[config.mk]
export PLATFORM = sky130hd
export DESIGN_NAME = bhw_window
export DESIGN_NICKNAME = d
export VERILOG_FILES = /design/src/inc/bhw_pkg.sv /design/src/logic/bhw_window.sv
export VERILOG_INCLUDE_DIRS = /design/src /design/src/inc
export SDC_FILE = /design/constraint.sdc
export NUM_CORES = 1
export LEC_CHECK = 0
export ABC_AREA = 1
export BUFFER_PORTS_ARGS = -buffer_cell sky130_fd_sc_hd__buf_2
export CORE_ASPECT_RATIO = 0.6
export CORE_MARGIN = 4
export CORE_UTILIZATION = 53
export CTS_CLUSTER_DIAMETER = 200
export DETAILED_ROUTE_END_ITERATION = 7
export PLACE_DENSITY_LB_ADDON = 0.08
export SYNTH_ARGS = -nofsm -noshare
export SYNTH_HDL_FRONTEND = slang
export SYNTH_SLANG_ARGS = --single-unit
[constraint.sdc]
create_clock -name CLK -period 1.8 [get_ports CLK]
set_input_delay 0.27 -clock CLK [delete_from_list [all_inputs] [get_ports CLK]]
set_output_delay 0.27 -clock CLK [all_outputs]
set_load 0.005 [all_outputs]
[src/inc/bhw_defs.svh]
// constants of the banked host register window
`ifndef BHW_DEFS_SVH
`define BHW_DEFS_SVH

// ==========================================
// offsets inside the sixteen-byte window
`define BHW_OFF_REG0 4'h0
`define BHW_OFF_REG2 4'h2
`define BHW_OFF_REG4 4'h4
`define BHW_OFF_REG6 4'h6
`define BHW_OFF_REG8 4'h8
`define BHW_OFF_BANK_SEL 4'hE
`define BHW_OFF_BANK_SEL_HI 4'hF

// ==========================================
// bank numbers
`define BHW_BANK0 16'h0000
`define BHW_BANK2 16'h0002
`define BHW_BANK3 16'h0003
`define BHW_BANK_EXT_FIRST 16'h0010

// ==========================================
// reset values
`define BHW_RST_REG 16'h0000
`define BHW_RST_BANK 16'h0000

// ==========================================
// serial memory fetch
`define BHW_CLK_PERIOD_NS 10
`define BHW_SK_HALF_NS 1000
`define BHW_SK_HALF_CYC ((`BHW_SK_HALF_NS + `BHW_CLK_PERIOD_NS - 1) / `BHW_CLK_PERIOD_NS)
`define BHW_LD_LAST_WORD 3'h6
`define BHW_LD_READ_OP 3'h6
`define BHW_LD_CMD_BITS 5'h09
`define BHW_LD_LAST_BIT 5'h18
`define BHW_EE_BASE 3'h0
`define BHW_EE_MAC_LO 3'h1
`define BHW_EE_MAC_MID 3'h2
`define BHW_EE_MAC_HI 3'h3
`define BHW_EE_CONFIG 3'h6
`define BHW_CFG_WIDTH_BIT 0

`endif

[src/inc/bhw_pkg.sv]
// types of the banked host register window
package bhw_pkg;

	// serial memory fetch states
	typedef enum logic [2:0] {LD_START, LD_SHIFT, LD_GAP, LD_DONE} bhw_ld_state_t;

	// complete state of the window
	typedef struct packed {
		logic rd_s1, rd_s2, rd_s3;
		logic wr_s1, wr_s2, wr_s3;
		logic [3:0] addr_s1, addr_s2;
		logic [3:0] be_s1, be_s2;
		logic [31:0] din_s1, din_s2;
		logic b32_s1, b32_s2;
		logic do_s1, do_s2;
		logic strap_s1, strap_s2;
		logic [15:0] base_addr, mac_lo, mac_mid, mac_hi;
		logic [15:0] wmark, fault, burst;
		logic [15:0] bus_ctl, bist, soft_rst, bus_cfg, bank_sel;
		logic [31:0] dout;
		logic ext_rd, ext_wr;
		logic [15:0] ext_bank;
		logic [1:0] ext_word;
		logic [3:0] ext_lanes;
		logic [31:0] ext_wdata;
		bhw_ld_state_t ld_state;
		logic [7:0] ld_tick;
		logic [4:0] ld_bit;
		logic [2:0] ld_word;
		logic [15:0] ld_shift;
		logic sk, cs, di;
	} bhw_state_t;

endpackage

[src/logic/bhw_window.sv]
// banked host i/o register window with serial memory fetch
`timescale 1ns/1ps
`default_nettype none
// Functional notes
// - only sixteen byte locations, banks overlay them
// - word 0xE-0xF selects bank, in every bank
// - byte lane enables give 8/16/32-bit accesses
// - one bank map for every bus width
// - 32-bit variant takes whole words in one access
// - window serves config, status and packet data
// - strap set: fetch seven words after reset
// - config bit 0 picks 16 or 8 bit
`include "bhw_defs.svh"

module bhw_window
	import bhw_pkg::*;
(
	input wire logic CLK, // core clock, 100 MHz
	input wire logic NRST, // asynchronous reset, active low
	input wire logic [3:0] HOST_ADDR, // host byte address in the window
	input wire logic [3:0] BYTE_LANE_ENABLES_N, // byte lane enables, active low
	input wire logic HOST_RD_N, // host read strobe, active low
	input wire logic HOST_WR_N, // host write strobe, active low
	input wire logic [31:0] HOST_DATA_IN, // data pins, host to device
	output logic [31:0] HOST_DATA_OUT, // data pins, device to host
	output logic HOST_DATA_OE, // high while device drives data pins
	input wire logic BUS_IS_32BIT, // strap: 32-bit bus variant
	input wire logic SERIAL_MEMORY_PRESENT_STRAP, // strap: serial memory fitted
	output logic EE_CS, // serial memory chip select
	output logic EE_SK, // serial memory shift clock
	output logic EE_DI, // serial memory data to memory
	input wire logic EE_DO, // serial memory data from memory
	output logic EXT_RD, // read pulse to upper-bank logic
	output logic EXT_WR, // write pulse to upper-bank logic
	output logic [15:0] EXT_BANK, // bank of the forwarded access
	output logic [1:0] EXT_WORD, // word offset of the forwarded access
	output logic [3:0] EXT_LANES, // active byte lanes, active high
	output logic [31:0] EXT_WDATA, // lane-aligned write data
	input wire logic [31:0] EXT_RDATA, // lane-aligned read data, same cycle as EXT_RD
	output logic HOST_BUS_WIDTH_SELECT, // 1: 16-bit host bus, 0: 8-bit
	output logic [15:0] LOADED_CONFIGURATION_WORD, // configuration word in use
	output logic [15:0] CHIP_SOFT_RESET, // soft reset control word
	output logic LOAD_DONE // serial memory fetch finished or skipped
);

	// ==========================================
	// state
	bhw_state_t r_reg; // registered state
	bhw_state_t r_next; // next state

	logic rd_edge; // synchronised read strobe just fell
	logic wr_edge; // synchronised write strobe just fell
	logic [1:0] word_base; // word of the access inside the window
	logic [3:0] lane_en; // active byte lanes
	logic [31:0] lane_data; // write data placed on the lanes
	logic [7:0] rbyte [16]; // read view of the active bank
	logic [15:0] we; // byte write enables per offset
	logic [7:0] wb [16]; // byte write data per offset
	logic [31:0] rword; // lane-aligned read word
	logic ext_sel; // active bank lies above the local banks
	logic [8:0] cmd; // read command shifted to memory

	// ==========================================
	// byte-wise update of a 16-bit register at an even offset
	function automatic logic [15:0] upd(input logic [15:0] old, input logic [3:0] o,
		input logic [15:0] en, input logic [7:0] d [16]);
		logic [15:0] v;
		v = old;
		if (en[o]) begin
			v[7:0] = d[o];
		end
		if (en[o + 4'h1]) begin
			v[15:8] = d[o + 4'h1];
		end
		return v;
	endfunction

	// ==========================================
	// lane steering
	// maps each access onto one word of the window and its byte lanes
	always_comb begin
		if (r_reg.b32_s2) begin
			// whole words in one access, lanes straight from the enables
			word_base = r_reg.addr_s2[3:2];
			lane_en = ~r_reg.be_s2;
			lane_data = r_reg.din_s2;
		end else if (HOST_BUS_WIDTH_SELECT) begin
			// 16-bit bus: half word chosen by address bit 1
			word_base = r_reg.addr_s2[3:2];
			lane_en = r_reg.addr_s2[1] ? {~r_reg.be_s2[1:0], 2'b00} :
				{2'b00, ~r_reg.be_s2[1:0]};
			lane_data = {r_reg.din_s2[15:0], r_reg.din_s2[15:0]};
		end else begin
			// 8-bit bus: single byte at the full address
			word_base = r_reg.addr_s2[3:2];
			lane_en = 4'h1 << r_reg.addr_s2[1:0];
			lane_data = {4{r_reg.din_s2[7:0]}};
		end
	end

	// ==========================================
	// read view and write enables of the window
	// the same bank map serves every bus width
	always_comb begin
		ext_sel = r_reg.bank_sel >= `BHW_BANK_EXT_FIRST;
		for (int i = 0; i < 16; i++) begin
			rbyte[i] = 8'h00; // reserved reads as zero
			we[i] = 1'b0;
			wb[i] = 8'h00;
		end
		// local banks, each register a little-endian byte pair
		unique case (r_reg.bank_sel)
			`BHW_BANK0: begin
				{rbyte[1], rbyte[0]} = r_reg.base_addr;
				{rbyte[5], rbyte[4]} = r_reg.wmark;
				{rbyte[7], rbyte[6]} = r_reg.fault;
				{rbyte[9], rbyte[8]} = r_reg.burst;
			end
			`BHW_BANK2: begin
				{rbyte[1], rbyte[0]} = r_reg.mac_lo;
				{rbyte[3], rbyte[2]} = r_reg.mac_mid;
				{rbyte[5], rbyte[4]} = r_reg.mac_hi;
			end
			`BHW_BANK3: begin
				{rbyte[1], rbyte[0]} = r_reg.bus_ctl;
				{rbyte[5], rbyte[4]} = r_reg.bist;
				{rbyte[7], rbyte[6]} = r_reg.soft_rst;
				{rbyte[9], rbyte[8]} = r_reg.bus_cfg;
			end
			default: begin
				// bank 1, banks 4 to 15 and upper banks hold nothing here
			end
		endcase
		// bank selector is the same word in every bank
		{rbyte[15], rbyte[14]} = r_reg.bank_sel;
		// only the sixteen decoded bytes can be written
		for (int i = 0; i < 4; i++) begin
			we[{word_base, 2'(i)}] = lane_en[i] & wr_edge;
			wb[{word_base, 2'(i)}] = lane_data[8 * i +: 8];
		end
		for (int i = 0; i < 4; i++) begin
			rword[8 * i +: 8] = rbyte[{word_base, 2'(i)}];
		end
	end

	// ==========================================
	// strobes and read command
	assign rd_edge = r_reg.rd_s3 & ~r_reg.rd_s2;
	assign wr_edge = r_reg.wr_s3 & ~r_reg.wr_s2;
	assign cmd = {`BHW_LD_READ_OP, 3'h0, r_reg.ld_word};

	// ==========================================
	// next-state logic
	always_comb begin
		r_next = r_reg;
		// two-stage synchronisers on every pin input
		r_next.rd_s1 = HOST_RD_N;
		r_next.rd_s2 = r_reg.rd_s1;
		r_next.rd_s3 = r_reg.rd_s2;
		r_next.wr_s1 = HOST_WR_N;
		r_next.wr_s2 = r_reg.wr_s1;
		r_next.wr_s3 = r_reg.wr_s2;
		r_next.addr_s1 = HOST_ADDR;
		r_next.addr_s2 = r_reg.addr_s1;
		r_next.be_s1 = BYTE_LANE_ENABLES_N;
		r_next.be_s2 = r_reg.be_s1;
		r_next.din_s1 = HOST_DATA_IN;
		r_next.din_s2 = r_reg.din_s1;
		r_next.b32_s1 = BUS_IS_32BIT;
		r_next.b32_s2 = r_reg.b32_s1;
		r_next.do_s1 = EE_DO;
		r_next.do_s2 = r_reg.do_s1;
		r_next.strap_s1 = SERIAL_MEMORY_PRESENT_STRAP;
		r_next.strap_s2 = r_reg.strap_s1;
		r_next.ext_rd = 1'b0;
		r_next.ext_wr = 1'b0;

		// local register writes, byte by byte
		r_next.base_addr = upd(r_reg.base_addr, `BHW_OFF_REG0, we, wb);
		r_next.wmark = upd(r_reg.wmark, `BHW_OFF_REG4, we, wb);
		r_next.fault = upd(r_reg.fault, `BHW_OFF_REG6, we, wb);
		r_next.burst = upd(r_reg.burst, `BHW_OFF_REG8, we, wb);
		r_next.mac_lo = upd(r_reg.mac_lo, `BHW_OFF_REG0, we, wb);
		r_next.mac_mid = upd(r_reg.mac_mid, `BHW_OFF_REG2, we, wb);
		r_next.mac_hi = upd(r_reg.mac_hi, `BHW_OFF_REG4, we, wb);
		r_next.bus_ctl = upd(r_reg.bus_ctl, `BHW_OFF_REG0, we, wb);
		r_next.bist = upd(r_reg.bist, `BHW_OFF_REG4, we, wb);
		r_next.soft_rst = upd(r_reg.soft_rst, `BHW_OFF_REG6, we, wb);
		r_next.bus_cfg = upd(r_reg.bus_cfg, `BHW_OFF_REG8, we, wb);
		// keep only the writes that hit the active bank
		if (r_reg.bank_sel != `BHW_BANK0) begin
			r_next.base_addr = r_reg.base_addr;
			r_next.wmark = r_reg.wmark;
			r_next.fault = r_reg.fault;
			r_next.burst = r_reg.burst;
		end
		if (r_reg.bank_sel != `BHW_BANK2) begin
			r_next.mac_lo = r_reg.mac_lo;
			r_next.mac_mid = r_reg.mac_mid;
			r_next.mac_hi = r_reg.mac_hi;
		end
		if (r_reg.bank_sel != `BHW_BANK3) begin
			r_next.bus_ctl = r_reg.bus_ctl;
			r_next.bist = r_reg.bist;
			r_next.soft_rst = r_reg.soft_rst;
			r_next.bus_cfg = r_reg.bus_cfg;
		end
		// the selector takes its write in any bank
		r_next.bank_sel = upd(r_reg.bank_sel, `BHW_OFF_BANK_SEL, we, wb);

		// upper banks go to the packet and switch logic; the selector word stays here
		if ((rd_edge | wr_edge) & ext_sel) begin
			r_next.ext_bank = r_reg.bank_sel;
			r_next.ext_word = word_base;
			r_next.ext_lanes = (word_base == 2'h3) ? (lane_en & 4'h3) : lane_en;
			r_next.ext_wdata = lane_data;
			r_next.ext_rd = rd_edge & ((word_base != 2'h3) | lane_en[1] | lane_en[0]);
			r_next.ext_wr = wr_edge & ((word_base != 2'h3) | lane_en[1] | lane_en[0]);
		end

		// read data: local now, upper banks when their answer comes back
		if (rd_edge) begin
			r_next.dout = rword;
		end
		if (r_reg.ext_rd) begin
			r_next.dout[15:0] = EXT_RDATA[15:0];
			if (r_reg.ext_word != 2'h3) begin
				r_next.dout[31:16] = EXT_RDATA[31:16];
			end
		end

		// serial memory fetch after reset
		r_next.ld_tick = r_reg.ld_tick + 8'h01;
		if (r_reg.ld_tick == 8'(`BHW_SK_HALF_CYC - 1)) begin
			r_next.ld_tick = 8'h00;
			unique case (r_reg.ld_state)
				LD_START: begin
					// strap is settled through its synchroniser by now
					if (r_reg.strap_s2) begin
						r_next.ld_state = LD_SHIFT;
						r_next.cs = 1'b1;
						r_next.di = cmd[8];
						r_next.ld_bit = 5'h00;
					end else begin
						r_next.ld_state = LD_DONE;
					end
				end
				LD_SHIFT: begin
					if (!r_reg.sk) begin
						// rising shift clock: memory data sampled after the command
						r_next.sk = 1'b1;
						if (r_reg.ld_bit >= `BHW_LD_CMD_BITS) begin
							r_next.ld_shift = {r_reg.ld_shift[14:0], r_reg.do_s2};
						end
					end else begin
						// falling shift clock: next command bit out
						r_next.sk = 1'b0;
						r_next.ld_bit = r_reg.ld_bit + 5'h01;
						r_next.di = (r_reg.ld_bit < 5'h08) ? cmd[4'h7 - 4'(r_reg.ld_bit)] : 1'b0;
						if (r_reg.ld_bit == `BHW_LD_LAST_BIT) begin
							r_next.cs = 1'b0;
							r_next.ld_state = LD_GAP;
						end
					end
				end
				LD_GAP: begin
					// place the word, then start the next one or finish
					unique case (r_reg.ld_word)
						`BHW_EE_BASE: r_next.base_addr = r_reg.ld_shift;
						`BHW_EE_MAC_LO: r_next.mac_lo = r_reg.ld_shift;
						`BHW_EE_MAC_MID: r_next.mac_mid = r_reg.ld_shift;
						`BHW_EE_MAC_HI: r_next.mac_hi = r_reg.ld_shift;
						`BHW_EE_CONFIG: r_next.bus_cfg = r_reg.ld_shift;
						default: begin
							// reserved words are fetched and dropped
						end
					endcase
					if (r_reg.ld_word == `BHW_LD_LAST_WORD) begin
						r_next.ld_state = LD_DONE;
					end else begin
						r_next.ld_word = r_reg.ld_word + 3'h1;
						r_next.ld_state = LD_SHIFT;
						r_next.cs = 1'b1;
						r_next.di = 1'b1;
						r_next.ld_bit = 5'h00;
					end
				end
				LD_DONE: begin
					// idle for good
				end
			endcase
		end
	end

	// ==========================================
	// state register
	always_ff @(posedge CLK or negedge NRST) begin
		if (!NRST) begin
			r_reg <= '0;
			r_reg.rd_s1 <= 1'b1;
			r_reg.rd_s2 <= 1'b1;
			r_reg.rd_s3 <= 1'b1;
			r_reg.wr_s1 <= 1'b1;
			r_reg.wr_s2 <= 1'b1;
			r_reg.wr_s3 <= 1'b1;
			r_reg.be_s1 <= 4'hF;
			r_reg.be_s2 <= 4'hF;
			r_reg.bank_sel <= `BHW_RST_BANK;
			r_reg.bus_cfg <= `BHW_RST_REG;
			r_reg.ld_state <= LD_START;
		end else begin
			r_reg <= r_next;
		end
	end

	// ==========================================
	// outputs
	assign HOST_DATA_OUT = r_reg.dout;
	assign HOST_DATA_OE = ~r_reg.rd_s2;
	assign EE_CS = r_reg.cs;
	assign EE_SK = r_reg.sk;
	assign EE_DI = r_reg.di;
	assign EXT_RD = r_reg.ext_rd;
	assign EXT_WR = r_reg.ext_wr;
	assign EXT_BANK = r_reg.ext_bank;
	assign EXT_WORD = r_reg.ext_word;
	assign EXT_LANES = r_reg.ext_lanes;
	assign EXT_WDATA = r_reg.ext_wdata;
	assign HOST_BUS_WIDTH_SELECT = r_reg.bus_cfg[`BHW_CFG_WIDTH_BIT];
	assign LOADED_CONFIGURATION_WORD = r_reg.bus_cfg;
	assign CHIP_SOFT_RESET = r_reg.soft_rst;
	assign LOAD_DONE = r_reg.ld_state == LD_DONE;

endmodule // bhw_window
`default_nettype wire

==> results.yml, run 1 <==
run_status:
  status: "finished, violations left"
  violations: "negative setup slack"
synth:
  synthCells: 2137
  synth_seq_area_share: 0.547
  ys_types: 35
  ys_ff_latch: 409
  avgSynthCellArea_um2: 8.76
  syn-num-nets: 2231
  synth_area_um2: 18700
  yosys_warnings: 0
clock_tree:
  clock-sinks: 409
  clk_latency_ps: 560
  cts_buffer_depth: 3
  cts_tree: "built"
  cts_made_buffers: 40
  clk_pin_slew_ps: 60
  cts_max_level: 2
  cts_root_buf: "clkbuf_16"
global_routing:
  use_met3: 0.0654
  grt_max_degree: 82
  met2_usage: 0.445
  met1_usage: 0.490
  grt_pass1_wl_um: 94400
  top_usage_layer: "met1"
  grt_pass1_vias: 16074
  grt_overflow_total: 0
  grt_use_total: 0.312
  antenna_found_initial: 2
layout:
  fillers: 2662
  fin_nets: 2570
  drive_above_1_share: 0.311
  fin_util: 0.707
  final_cell_mix: "nand2_1, dfrtp_1, buf_2"
  fin_cells: 2975
  area_growth_pct: 32.0
  largest_reg_flops: 236
  final_common_cell: "nand2_1"
sta:
  hold_ws_ps: 7.13
  fmax_mhz: 507
  setup_viol: 183
  rsz0062_at_grt: "yes"
  finalClockSkew_ps: 14.1
  period_minus_slack_ps: 1970
  setup_ws_ps: -172
  finalMaxSlewViolations: 0
  max_slew.worst_pin.slew_ps: 867
  max_slew_margin: 0.421
  post-route-period-util: 1.10
  finalHoldViolCount: 0
route:
  via_per_inst: 5.66
  drt_iter0_drc: 1847
  via_count: 16840
  detail_route.wl_per_cell_um: 21.2
  drcViolationCount: 0
  wirelength_um: 63100
  antenna_left: 0
  dr.pass1.iters: 6
floorplan:
  core_area_um2: 34900
  dieArea_um2: 38500
  ios: 205
  start_util: 0.536
  die_w_um: 251
  die_h_um: 154
  rows: 53
critical_path:
  cp_data_required_time_ps: 2230
  path_cells: "clkinvlp_4 -> o21ai_4 -> nand2_8 -> buf_12 -> nor2_4 -> buf_12 -> buf_8 -> nand2_4 -> nand2_1 -> o21ai_1"
  path_common_cell: "buf_12"
  slowest_stage: "dfrtp_2"
  crit_fanout: 8
  startpoint_type: "flip-flop"
  endpoint_kind: "flip-flop"
  max_stage_delay_ps: 460
  path_class: "flip-flop to flip-flop"
  arrival_ps: 2400
place:
  hpwl_um: 42300
  port_buffers: 204
  dp_cells: 2765
  gp_congestion: 0.938
flow_run:
  drv_cap: 0
power:
  leakage_nw: 11.8
  vdd_drop_max_mv: 0.976
  p_per_area_nw_per_um2: 952
min_path:
  hold_class: "input pin to flip-flop"
-- cells in the mapped netlist --
master | instances | area [µm²]
a211oi_1 | 1 | 7.51
a211oi_2 | 1 | 12.5
a21oi_1 | 90 | 450
a31oi_1 | 8 | 50.1
buf_1 | 6 | 22.5
buf_2 | 29 | 145
buf_4 | 129 | 968
buf_6 | 3 | 33.8
clkbuf_1 | 49 | 184
dfrtp_1 | 395 | 9880
dfstp_2 | 14 | 368
ha_1 | 15 | 188
inv_1 | 152 | 571
inv_2 | 13 | 48.8
inv_4 | 1 | 6.26
nand2_1 | 525 | 1970
nand2_2 | 13 | 81.3
nand2_4 | 2 | 22.5
nand3_1 | 142 | 711
nand3_2 | 2 | 20.0
nand4_1 | 40 | 250
nor2_1 | 52 | 195
nor2_2 | 5 | 31.3
nor2_4 | 15 | 169
nor3_1 | 7 | 35.0
nor4_1 | 2 | 12.5
o211ai_1 | 16 | 120
o21ai_0 | 300 | 1500
o21ai_1 | 52 | 260
o21ai_2 | 11 | 96.3
o22ai_1 | 32 | 200
o31ai_1 | 1 | 7.51
or2_2 | 8 | 50.1
xnor2_1 | 1 | 8.76
xor2_1 | 5 | 43.8
-- final cells by class --
cell class,count,area [µm²],area share
sequential,409,10300,0.415
multi-input combinational,1350,7480,0.303
timing repair buffer,509,4260,0.172
clock buffer,54,1160,0.0471
inverter,166,683,0.0276
tap,467,584,0.0236
clock inverter,19,290,0.0117
antenna,1,2.50,0.000101
-- repair_timing --
item | 4_1_cts | 5_1_grt
setup endpoints to repair | 233 | 295
gates cloned | 3 | 9
endpoints found under the hold margin | 408 | 0
setup buffers | 24 | 30
hold buffers | 74 | 0
pin swaps | 30 | 52
resized for setup | 145 | 321
-- routing by layer --
metal | part of all wire | routed length (µm)
met1 | 0.45 | 28300
met4 | 0.021 | 1300
met5 | 0 | 0
met3 | 0.11 | 6750
met2 | 0.42 | 26700
-- stage by stage --
step	TNS [ps]	total power [mW]	worst slack [ps]	instance area (µm²)
floorplan	0	12.5	6.66	18700
global placement	-15060	13.6	-177	20600
detailed placement	-20130	13.7	-229	20600
CTS	-1660	23.3	-70.7	23500
global route	-34320	24.4	-239	24700
finish	-10950	23.5	-172	24700
-- worst paths after layout --
path                                       start                      endpoint  slack, ps  cells after the start
max in group asynchronous                   NRST         r_next[408]$_DFF_PN1_        860                      3
min                                 EXT_RDATA[1]  HOST_DATA_OUT[1]$_DFFE_PN0P_          7                      5
min reg2reg                r_next[346]$_DFF_PN0_          r_reg[346]$_DFF_PN0_        350                      0
max reg2reg                 r_reg[322]$_DFF_PN0_        r_reg[239]$_DFFE_PN0P_       -170                     10
min in group asynchronous                   NRST        r_reg[221]$_DFFE_PN0P_        170                      2
max                         r_reg[322]$_DFF_PN0_        r_reg[239]$_DFFE_PN0P_       -170                     10
-- where the power goes --
group          switching [mW]  leakage [nW]  internal [mW]
logic                    2.13          5.80           1.50
registers               0.526          5.31           10.0
clock network            3.80         0.715           5.57
total                    6.46          11.8           17.1
-- logic make-up (layout without fill, tap and decap cells) --
logic type	count (synthesis)	count (layout)	synth area share
AND/OR/NAND/NOR	813	817	0.189
adder cells (fa/ha/maj)	15	15	0.0100
AO/OA/AOI/OAI	512	512	0.145
other	0	1	0
XOR/XNOR	6	6	0.00281
flip-flops	409	409	0.547
buffers and inverters	382	748	0.106
-- worst max-delay path: cells and delay by family (launching register included) --
family	cells	cell delay, ps
buffers and inverters	4	680
DFF	1	460
and+or+nand+nor	4	400
AOI/OAI and AO/OA	2	310
No activity file was read; power rests on OpenSTA's default activity.
==> run 2: changes to the inputs <==
- ABC_AREA: 1 -> 0
==> run 2 against run 1 <==
Against the previous run:
- global-route usage down 1.0 points
- largest cell class unchanged
- non-clock buffer count down 6
- cell count down 15%
- count of clock-buffer cells in the layout is 2 higher
- clock power decreased by 9.5%
- maximum frequency shrank 7.4%
- the flow still finishes with violations (negative setup slack)
- largest power group unchanged
- highest routed layer unchanged
==> results.yml, run 2 <==
clock_tree:
  cts_root_buf: "clkbuf_16"
  cts_made_buffers: 39
  clk_pin_slew_ps: 70
  cts_max_level: 2
  clk_latency_ps: 550
  clock-sinks: 409
  cts_tree: "built"
  cts_buffer_depth: 3
critical_path:
  slowest_stage: "dfrtp_1"
  startpoint_type: "flip-flop"
  path_class: "flip-flop to flip-flop"
  worst_r2r_endpoint: "HOST_DATA_OUT[27]$_DFF_PN0_"
  path_cells: "nor4_4 -> buf_6 -> and4_4 -> bufbuf_16 -> a22oi_1 -> o211ai_1 -> a22o_1"
  crit_path_end: "HOST_DATA_OUT[27]$_DFF_PN0_"
  crit_fanout: 8
  crit_start: "r_reg[140]$_DFFE_PN0P_"
  max_stage_delay_ps: 410
  r2r_slack_ps: -330
  cp_data_required_time_ps: 2280
  reg2reg_from: "r_reg[140]$_DFFE_PN0P_"
  arrival_ps: 2610
  r2r_cells: 7
  endpoint_kind: "flip-flop"
synth:
  synth.most_common_cell: "dfrtp_1"
  synthTopCellsByArea: "dfrtp_1, mux2_2, buf_4"
  ys_types: 66
  synth_edf_count: 0
  ys_ff_latch: 409
  avgSynthCellArea_um2: 11.0
  syn-num-nets: 1800
  synth_commonest_cells: "dfrtp_1, mux2_2, nor2_1"
  ys.flop_type: "dfrtp_1"
  async_reset_ff_frac: 1.00
  yosys.area.top_type_share: 0.527
  synth_area_um2: 18800
  synthCells: 1706
  synth_top_cell_by_area: "dfrtp_1"
  synth_seq_area_share: 0.546
  yosys_warnings: 0
route:
  drcViolationCount: 0
  via_per_inst: 6.01
  dr.pass1.iters: 5
  drt_iter0_drc: 2021
  detail_route.wl_per_cell_um: 24.3
  antenna_left: 0
  wirelength_um: 61200
  via_count: 15148
sta:
  max_slew_margin: 0.495
  max_slew.worst_pin.slew_ps: 756
  period_minus_slack_ps: 2130
  rsz0062_at_grt: "yes"
  finalHoldViolCount: 0
  finalMaxSlewViolations: 0
  setup_viol: 276
  post-route-period-util: 1.18
  fmax_mhz: 470
  setup_ws_ps: -329
  finalClockSkew_ps: 22.9
power:
  finalPower_mw: 22.1
  p_per_area_nw_per_um2: 883
  leakage_nw: 11.4
  vdd_drop_max_mv: 0.752
global_routing:
  antenna_found_initial: 1
  grt_pass1_wl_um: 90400
  grt_overflow_total: 0
  grt_max_degree: 59
  grt_use_total: 0.302
  met2_usage: 0.432
  grt_pass1_vias: 14965
  use_met3: 0.0715
  top_usage_layer: "met1"
  met1_usage: 0.461
min_path:
  hold_class: "input pin to flip-flop"
place:
  pre_cts_slack_ps: -694
  dp_cells: 2345
  port_buffers: 204
  gp_congestion: 0.891
  dpl_cell_area_um2: 21300
  hpwl_um: 39900
run_status:
  status: "finished, violations left"
  violations: "negative setup slack"
floorplan:
  rows: 53
  start_util: 0.537
  die_w_um: 251
  die_h_um: 154
  dieArea_um2: 38600
  ios: 205
  core_area_um2: 34900
layout:
  final_common_cell: "dfrtp_1"
  fin_cells: 2519
  area_growth_pct: 33.3
  final_area_um2: 25000
  final_cell_mix: "dfrtp_1, buf_2, buf_4"
  drive_above_1_share: 0.428
  fin_util: 0.716
  fin_nets: 2118
  largest_reg_flops: 236
flow_run:
  drv_cap: 0
==> run 2: changes by cell type after synthesis, moves of 27 or more <==
cell     previous run  this run
nand2_1           525       118
o21ai_0           300       104
mux2_2              0       148
inv_1             152        12
nand3_1           142        45
nor2_1             52       143
a22oi_1             0        79
mux2i_1             0        50
nand4_1            40         1
o21ai_1            52        14
a21oi_1            90       126
o31ai_1             1        34
o22ai_1            32         1
nor2b_1             0        27
==> run 2: worst max-delay path: cells and delay by family, from the launching register on <==
kind                   cells  cell delay, ps
AOI/OAI and AO/OA          3             480
buffers and inverters      2             500
DFF                        1             410
and+or+nand+nor            2             670
==> run 2: how the worst min path moves through the flow <==
stage / depth (start not counted) / slack [ps] / startpoint / endpoint
2_1_floorplan: 0 / -30 / NRST / CHIP_SOFT_RESET[0]$_DFFE_PN0P_
3_3_place_gp: 1 / 230 / NRST / EXT_WDATA[30]$_DFFE_PN0P_
3_5_place_dp: 1 / 240 / NRST / EXT_WDATA[30]$_DFFE_PN0P_
4_1_cts: 4 / 50 / EXT_RDATA[5] / HOST_DATA_OUT[5]$_DFFE_PN0P_
5_1_grt: 4 / 70 / EXT_RDATA[5] / HOST_DATA_OUT[5]$_DFFE_PN0P_
6_report: 4 / 60 / EXT_RDATA[5] / HOST_DATA_OUT[5]$_DFFE_PN0P_
==> run 2: final cells by class <==
class                      count  area, µm²
inverter                      12       45.0
clock buffer                  56       1110
multi-input combinational   1059       8500
fill                        2383       9930
timing repair buffer         503       4340
sequential                   409      10300
tap                          467        584
clock inverter                12        178
antenna                        1       2.50
==> run 2: repair_timing <==
action / 4_1_cts / 5_1_grt
cloned: 9 / 6
hold endpoints to repair: 93 / 0
endpoints found under the setup margin: 304 / 297
resized for setup: 137 / 182
pin swaps: 59 / 64
hold buffers: 62 / 0
setup buffers: 23 / 8
==> run 2: per-layer routing <==
metal,up-vias,wire length [µm]
met5,-,0
met4,0,1520
met3,116,5520
met2,793,26400
met1,7636,27800
li1,6603,-
==> run 2: cell families (layout without fill, tap and decap cells) <==
family / count (synthesis) / count (layout) / share of synthesized area
adder cells (fa/ha/maj): 15 / 15 / 0.0100
buffers and inverters: 240 / 583 / 0.0735
XOR/XNOR: 8 / 8 / 0.00373
flip-flops: 409 / 409 / 0.546
AND/OR/NAND/NOR: 387 / 387 / 0.101
multiplexers: 200 / 200 / 0.117
AO/OA/AOI/OAI: 447 / 449 / 0.149
other: 0 / 1 / 0
==> run 2: power by group <==
| group | total (mW) | switching, mW | internal [mW] |
|---|---|---|---|
| registers | 10.5 | 0.565 | 9.96 |
| logic | 3.08 | 1.54 | 1.53 |
| clock network | 8.49 | 3.61 | 4.88 |
| total | 22.1 | 5.72 | 16.4 |
==> run 2: per-stage QoR <==
| stage | hold WS, ps | setup TNS [ps] |
|---|---|---|
| detailed placement | 236 | -86150 |
| finish | 60.6 | -57110 |
| floorplan | -25.6 | -30220 |
| global route | 72.2 | -77660 |
| global placement | 228 | -75260 |
| CTS | 47.9 | -53850 |
==> run 3: changes to the inputs <==
- CORE_UTILIZATION: 53 -> 61
- CTS_BUF_LIST: unset -> sky130_fd_sc_hd__clkbuf_8
- clock period: 1.8 -> 2.2 ns (I/O delays scaled with it)
==> run 3 against run 2 <==
Against the previous run:
- the flow still finishes with violations (negative setup slack)
- die area fell by 13%
- setup slack gained 320 ps
- utilization up 2.5 points
- clock power shrank 29%
- combinational power shrank 30%
- count of clock-buffer cells in the layout up 16
- clock skew shrank 3.8 ps
- sequential cell count stayed put
- register-to-register slack improved by 320 ps
- critical path depth unchanged
==> results.yml, run 3 (synthesized netlist as in run 2, its figures left out) <==
floorplan:
  dieArea_um2: 33700
  die_h_um: 144
  rows: 49
  ios: 205
  core_area_um2: 30200
  die_w_um: 234
  start_util: 0.622
layout:
  diodes: 0
  fin_util: 0.741
  largest_reg_flops: 236
  final_cell_mix: "dfrtp_1, buf_2, nor2_1"
  final_area_um2: 22400
  regArea_um2: 10300
  area_growth_pct: 19.1
  multi_input_area_um2: 7350
  fillers: 2093
  fin_nets: 2031
  drive_above_1_share: 0.326
  fin_cells: 2390
  final_common_cell: "dfrtp_1"
place:
  dp_cells: 2206
  gp_congestion: 0.904
  hpwl_um: 38000
  dpl_cell_area_um2: 20100
  pre_cts_slack_ps: -118
  port_buffers: 204
sta:
  rsz0062_at_grt: "yes"
  finalClockSkew_ps: 19.1
  setup_viol: 7
  finalMaxSlewViolations: 0
  setup_ws_ps: -11.0
  post-route-period-util: 1.00
  fmax_mhz: 452
  max_slew.worst_pin.slew_ps: 1260
  finalHoldViolCount: 0
  max_slew_margin: 0.161
  period_minus_slack_ps: 2210
min_path:
  hold_class: "input pin to flip-flop"
critical_path:
  slowest_stage: "or3b_4"
  crit_fanout: 8
  arrival_ps: 2710
  path_class: "flip-flop to flip-flop"
  path_cells: "ha_2 -> or3b_4 -> nor2_4 -> nand2_4 -> nor3_4 -> clkbuf_16 -> mux2_4"
  cp_top_family: "simple AND/OR/NAND/NOR gates"
  startpoint_type: "flip-flop"
  r2r_slack_ps: -10
  max_stage_delay_ps: 400
  endpoint_kind: "flip-flop"
  crit_buf_inv: 1
  cp_data_required_time_ps: 2700
clock_tree:
  cts_max_level: 2
  clock-sinks: 409
  clk_latency_ps: 620
  cts_root_buf: "clkbuf_8"
  cts_buffer_depth: 3
  cts_tree: "built"
  cts_made_buffers: 56
  clk_pin_slew_ps: 70
route:
  via_count: 14570
  wl_met2_um: 24200
  dr.pass1.iters: 6
  m1WireLength_um: 24600
  drcViolationCount: 0
  via_per_inst: 6.10
  drt_iter0_drc: 1782
  maxUsedRoutingLayer: "met4"
  detail_route.wl_per_cell_um: 23.4
  wirelength_um: 56000
  antenna_left: 0
  wl_met3_um: 6060
global_routing:
  antenna_found_initial: 1
  grt_overflow_total: 0
  grt_max_degree: 78
  grt_pass1_vias: 14524
  grt_pass1_wl_um: 84400
  grt_use_total: 0.328
flow_run:
  drv_cap: 0
run_status:
  status: "finished, violations left"
  violations: "negative setup slack"
power:
  finalPower_mw: 16.9
  p_per_area_nw_per_um2: 755
  vdd_drop_max_mv: 0.594
  leakage_nw: 10.5
==> run 3: per-layer routing <==
layer | up-vias | global-route usage
met5 | - | 0
met4 | 0 | 0.0841
met3 | 91 | 0.0973
met2 | 784 | 0.471
met1 | 7291 | 0.492
li1 | 6404 | -
==> run 3: path summary, 6_finish.rpt <==
| kind | startpoint | endpoint | cells after the start |
|---|---|---|---|
| setup / recovery | r_reg[28]$_DFF_PN0_ | r_reg[7]$_DFFE_PN0P_ | 7 |
| setup reg to reg | r_reg[28]$_DFF_PN0_ | r_reg[7]$_DFFE_PN0P_ | 7 |
| max in group asynchronous | NRST | LOADED_CONFIGURATION_WORD[10]$_DFF_PN0_ | 3 |
| hold reg to reg | r_next[348]$_DFF_PN0_ | r_reg[348]$_DFF_PN0_ | 0 |
| min in group asynchronous | NRST | r_reg[28]$_DFF_PN0_ | 2 |
| hold / removal | EXT_RDATA[5] | HOST_DATA_OUT[5]$_DFFE_PN0P_ | 4 |
==> run 3: worst min-delay path: stages <==
cell	delay [ps]
buf_2	80
nand2_1	50
o221ai_1	70
a31o_2	100
==> run 3: repair_timing <==
action                                  CTS  global route
hold endpoints to repair                126             0
endpoints found under the setup margin  118           195
cloned                                    0             3
setup buffers                             1            16
hold buffers                             62             0
pin swaps                                 2            22
resized for setup                         6            58
==> run 3: area by class of cell <==
cell class / count / area share
multi-input cells: 1057 / 0.329
clock buffers: 72 / 0.0443
repair buffers: 401 / 0.135
clock inverters: 31 / 0.00817
inverters: 12 / 0.00202
flip-flops and latches: 409 / 0.459
well taps: 408 / 0.0228
==> run 3: where the power goes <==
part	total [mW]	switching [mW]	internal (mW)
Sequential	8.65	0.493	8.15
Combinational	2.17	1.12	1.04
Clock	6.07	2.90	3.17
==> run 3: through the flow <==
step,TNS [ps],hold WS [ps]
5_1_grt,-3820,44.2
3_5_place_dp,-3750,264
6_report,-38.5,47.6
2_1_floorplan,0,34.4
4_1_cts,0,5.32
3_3_place_gp,-292,260
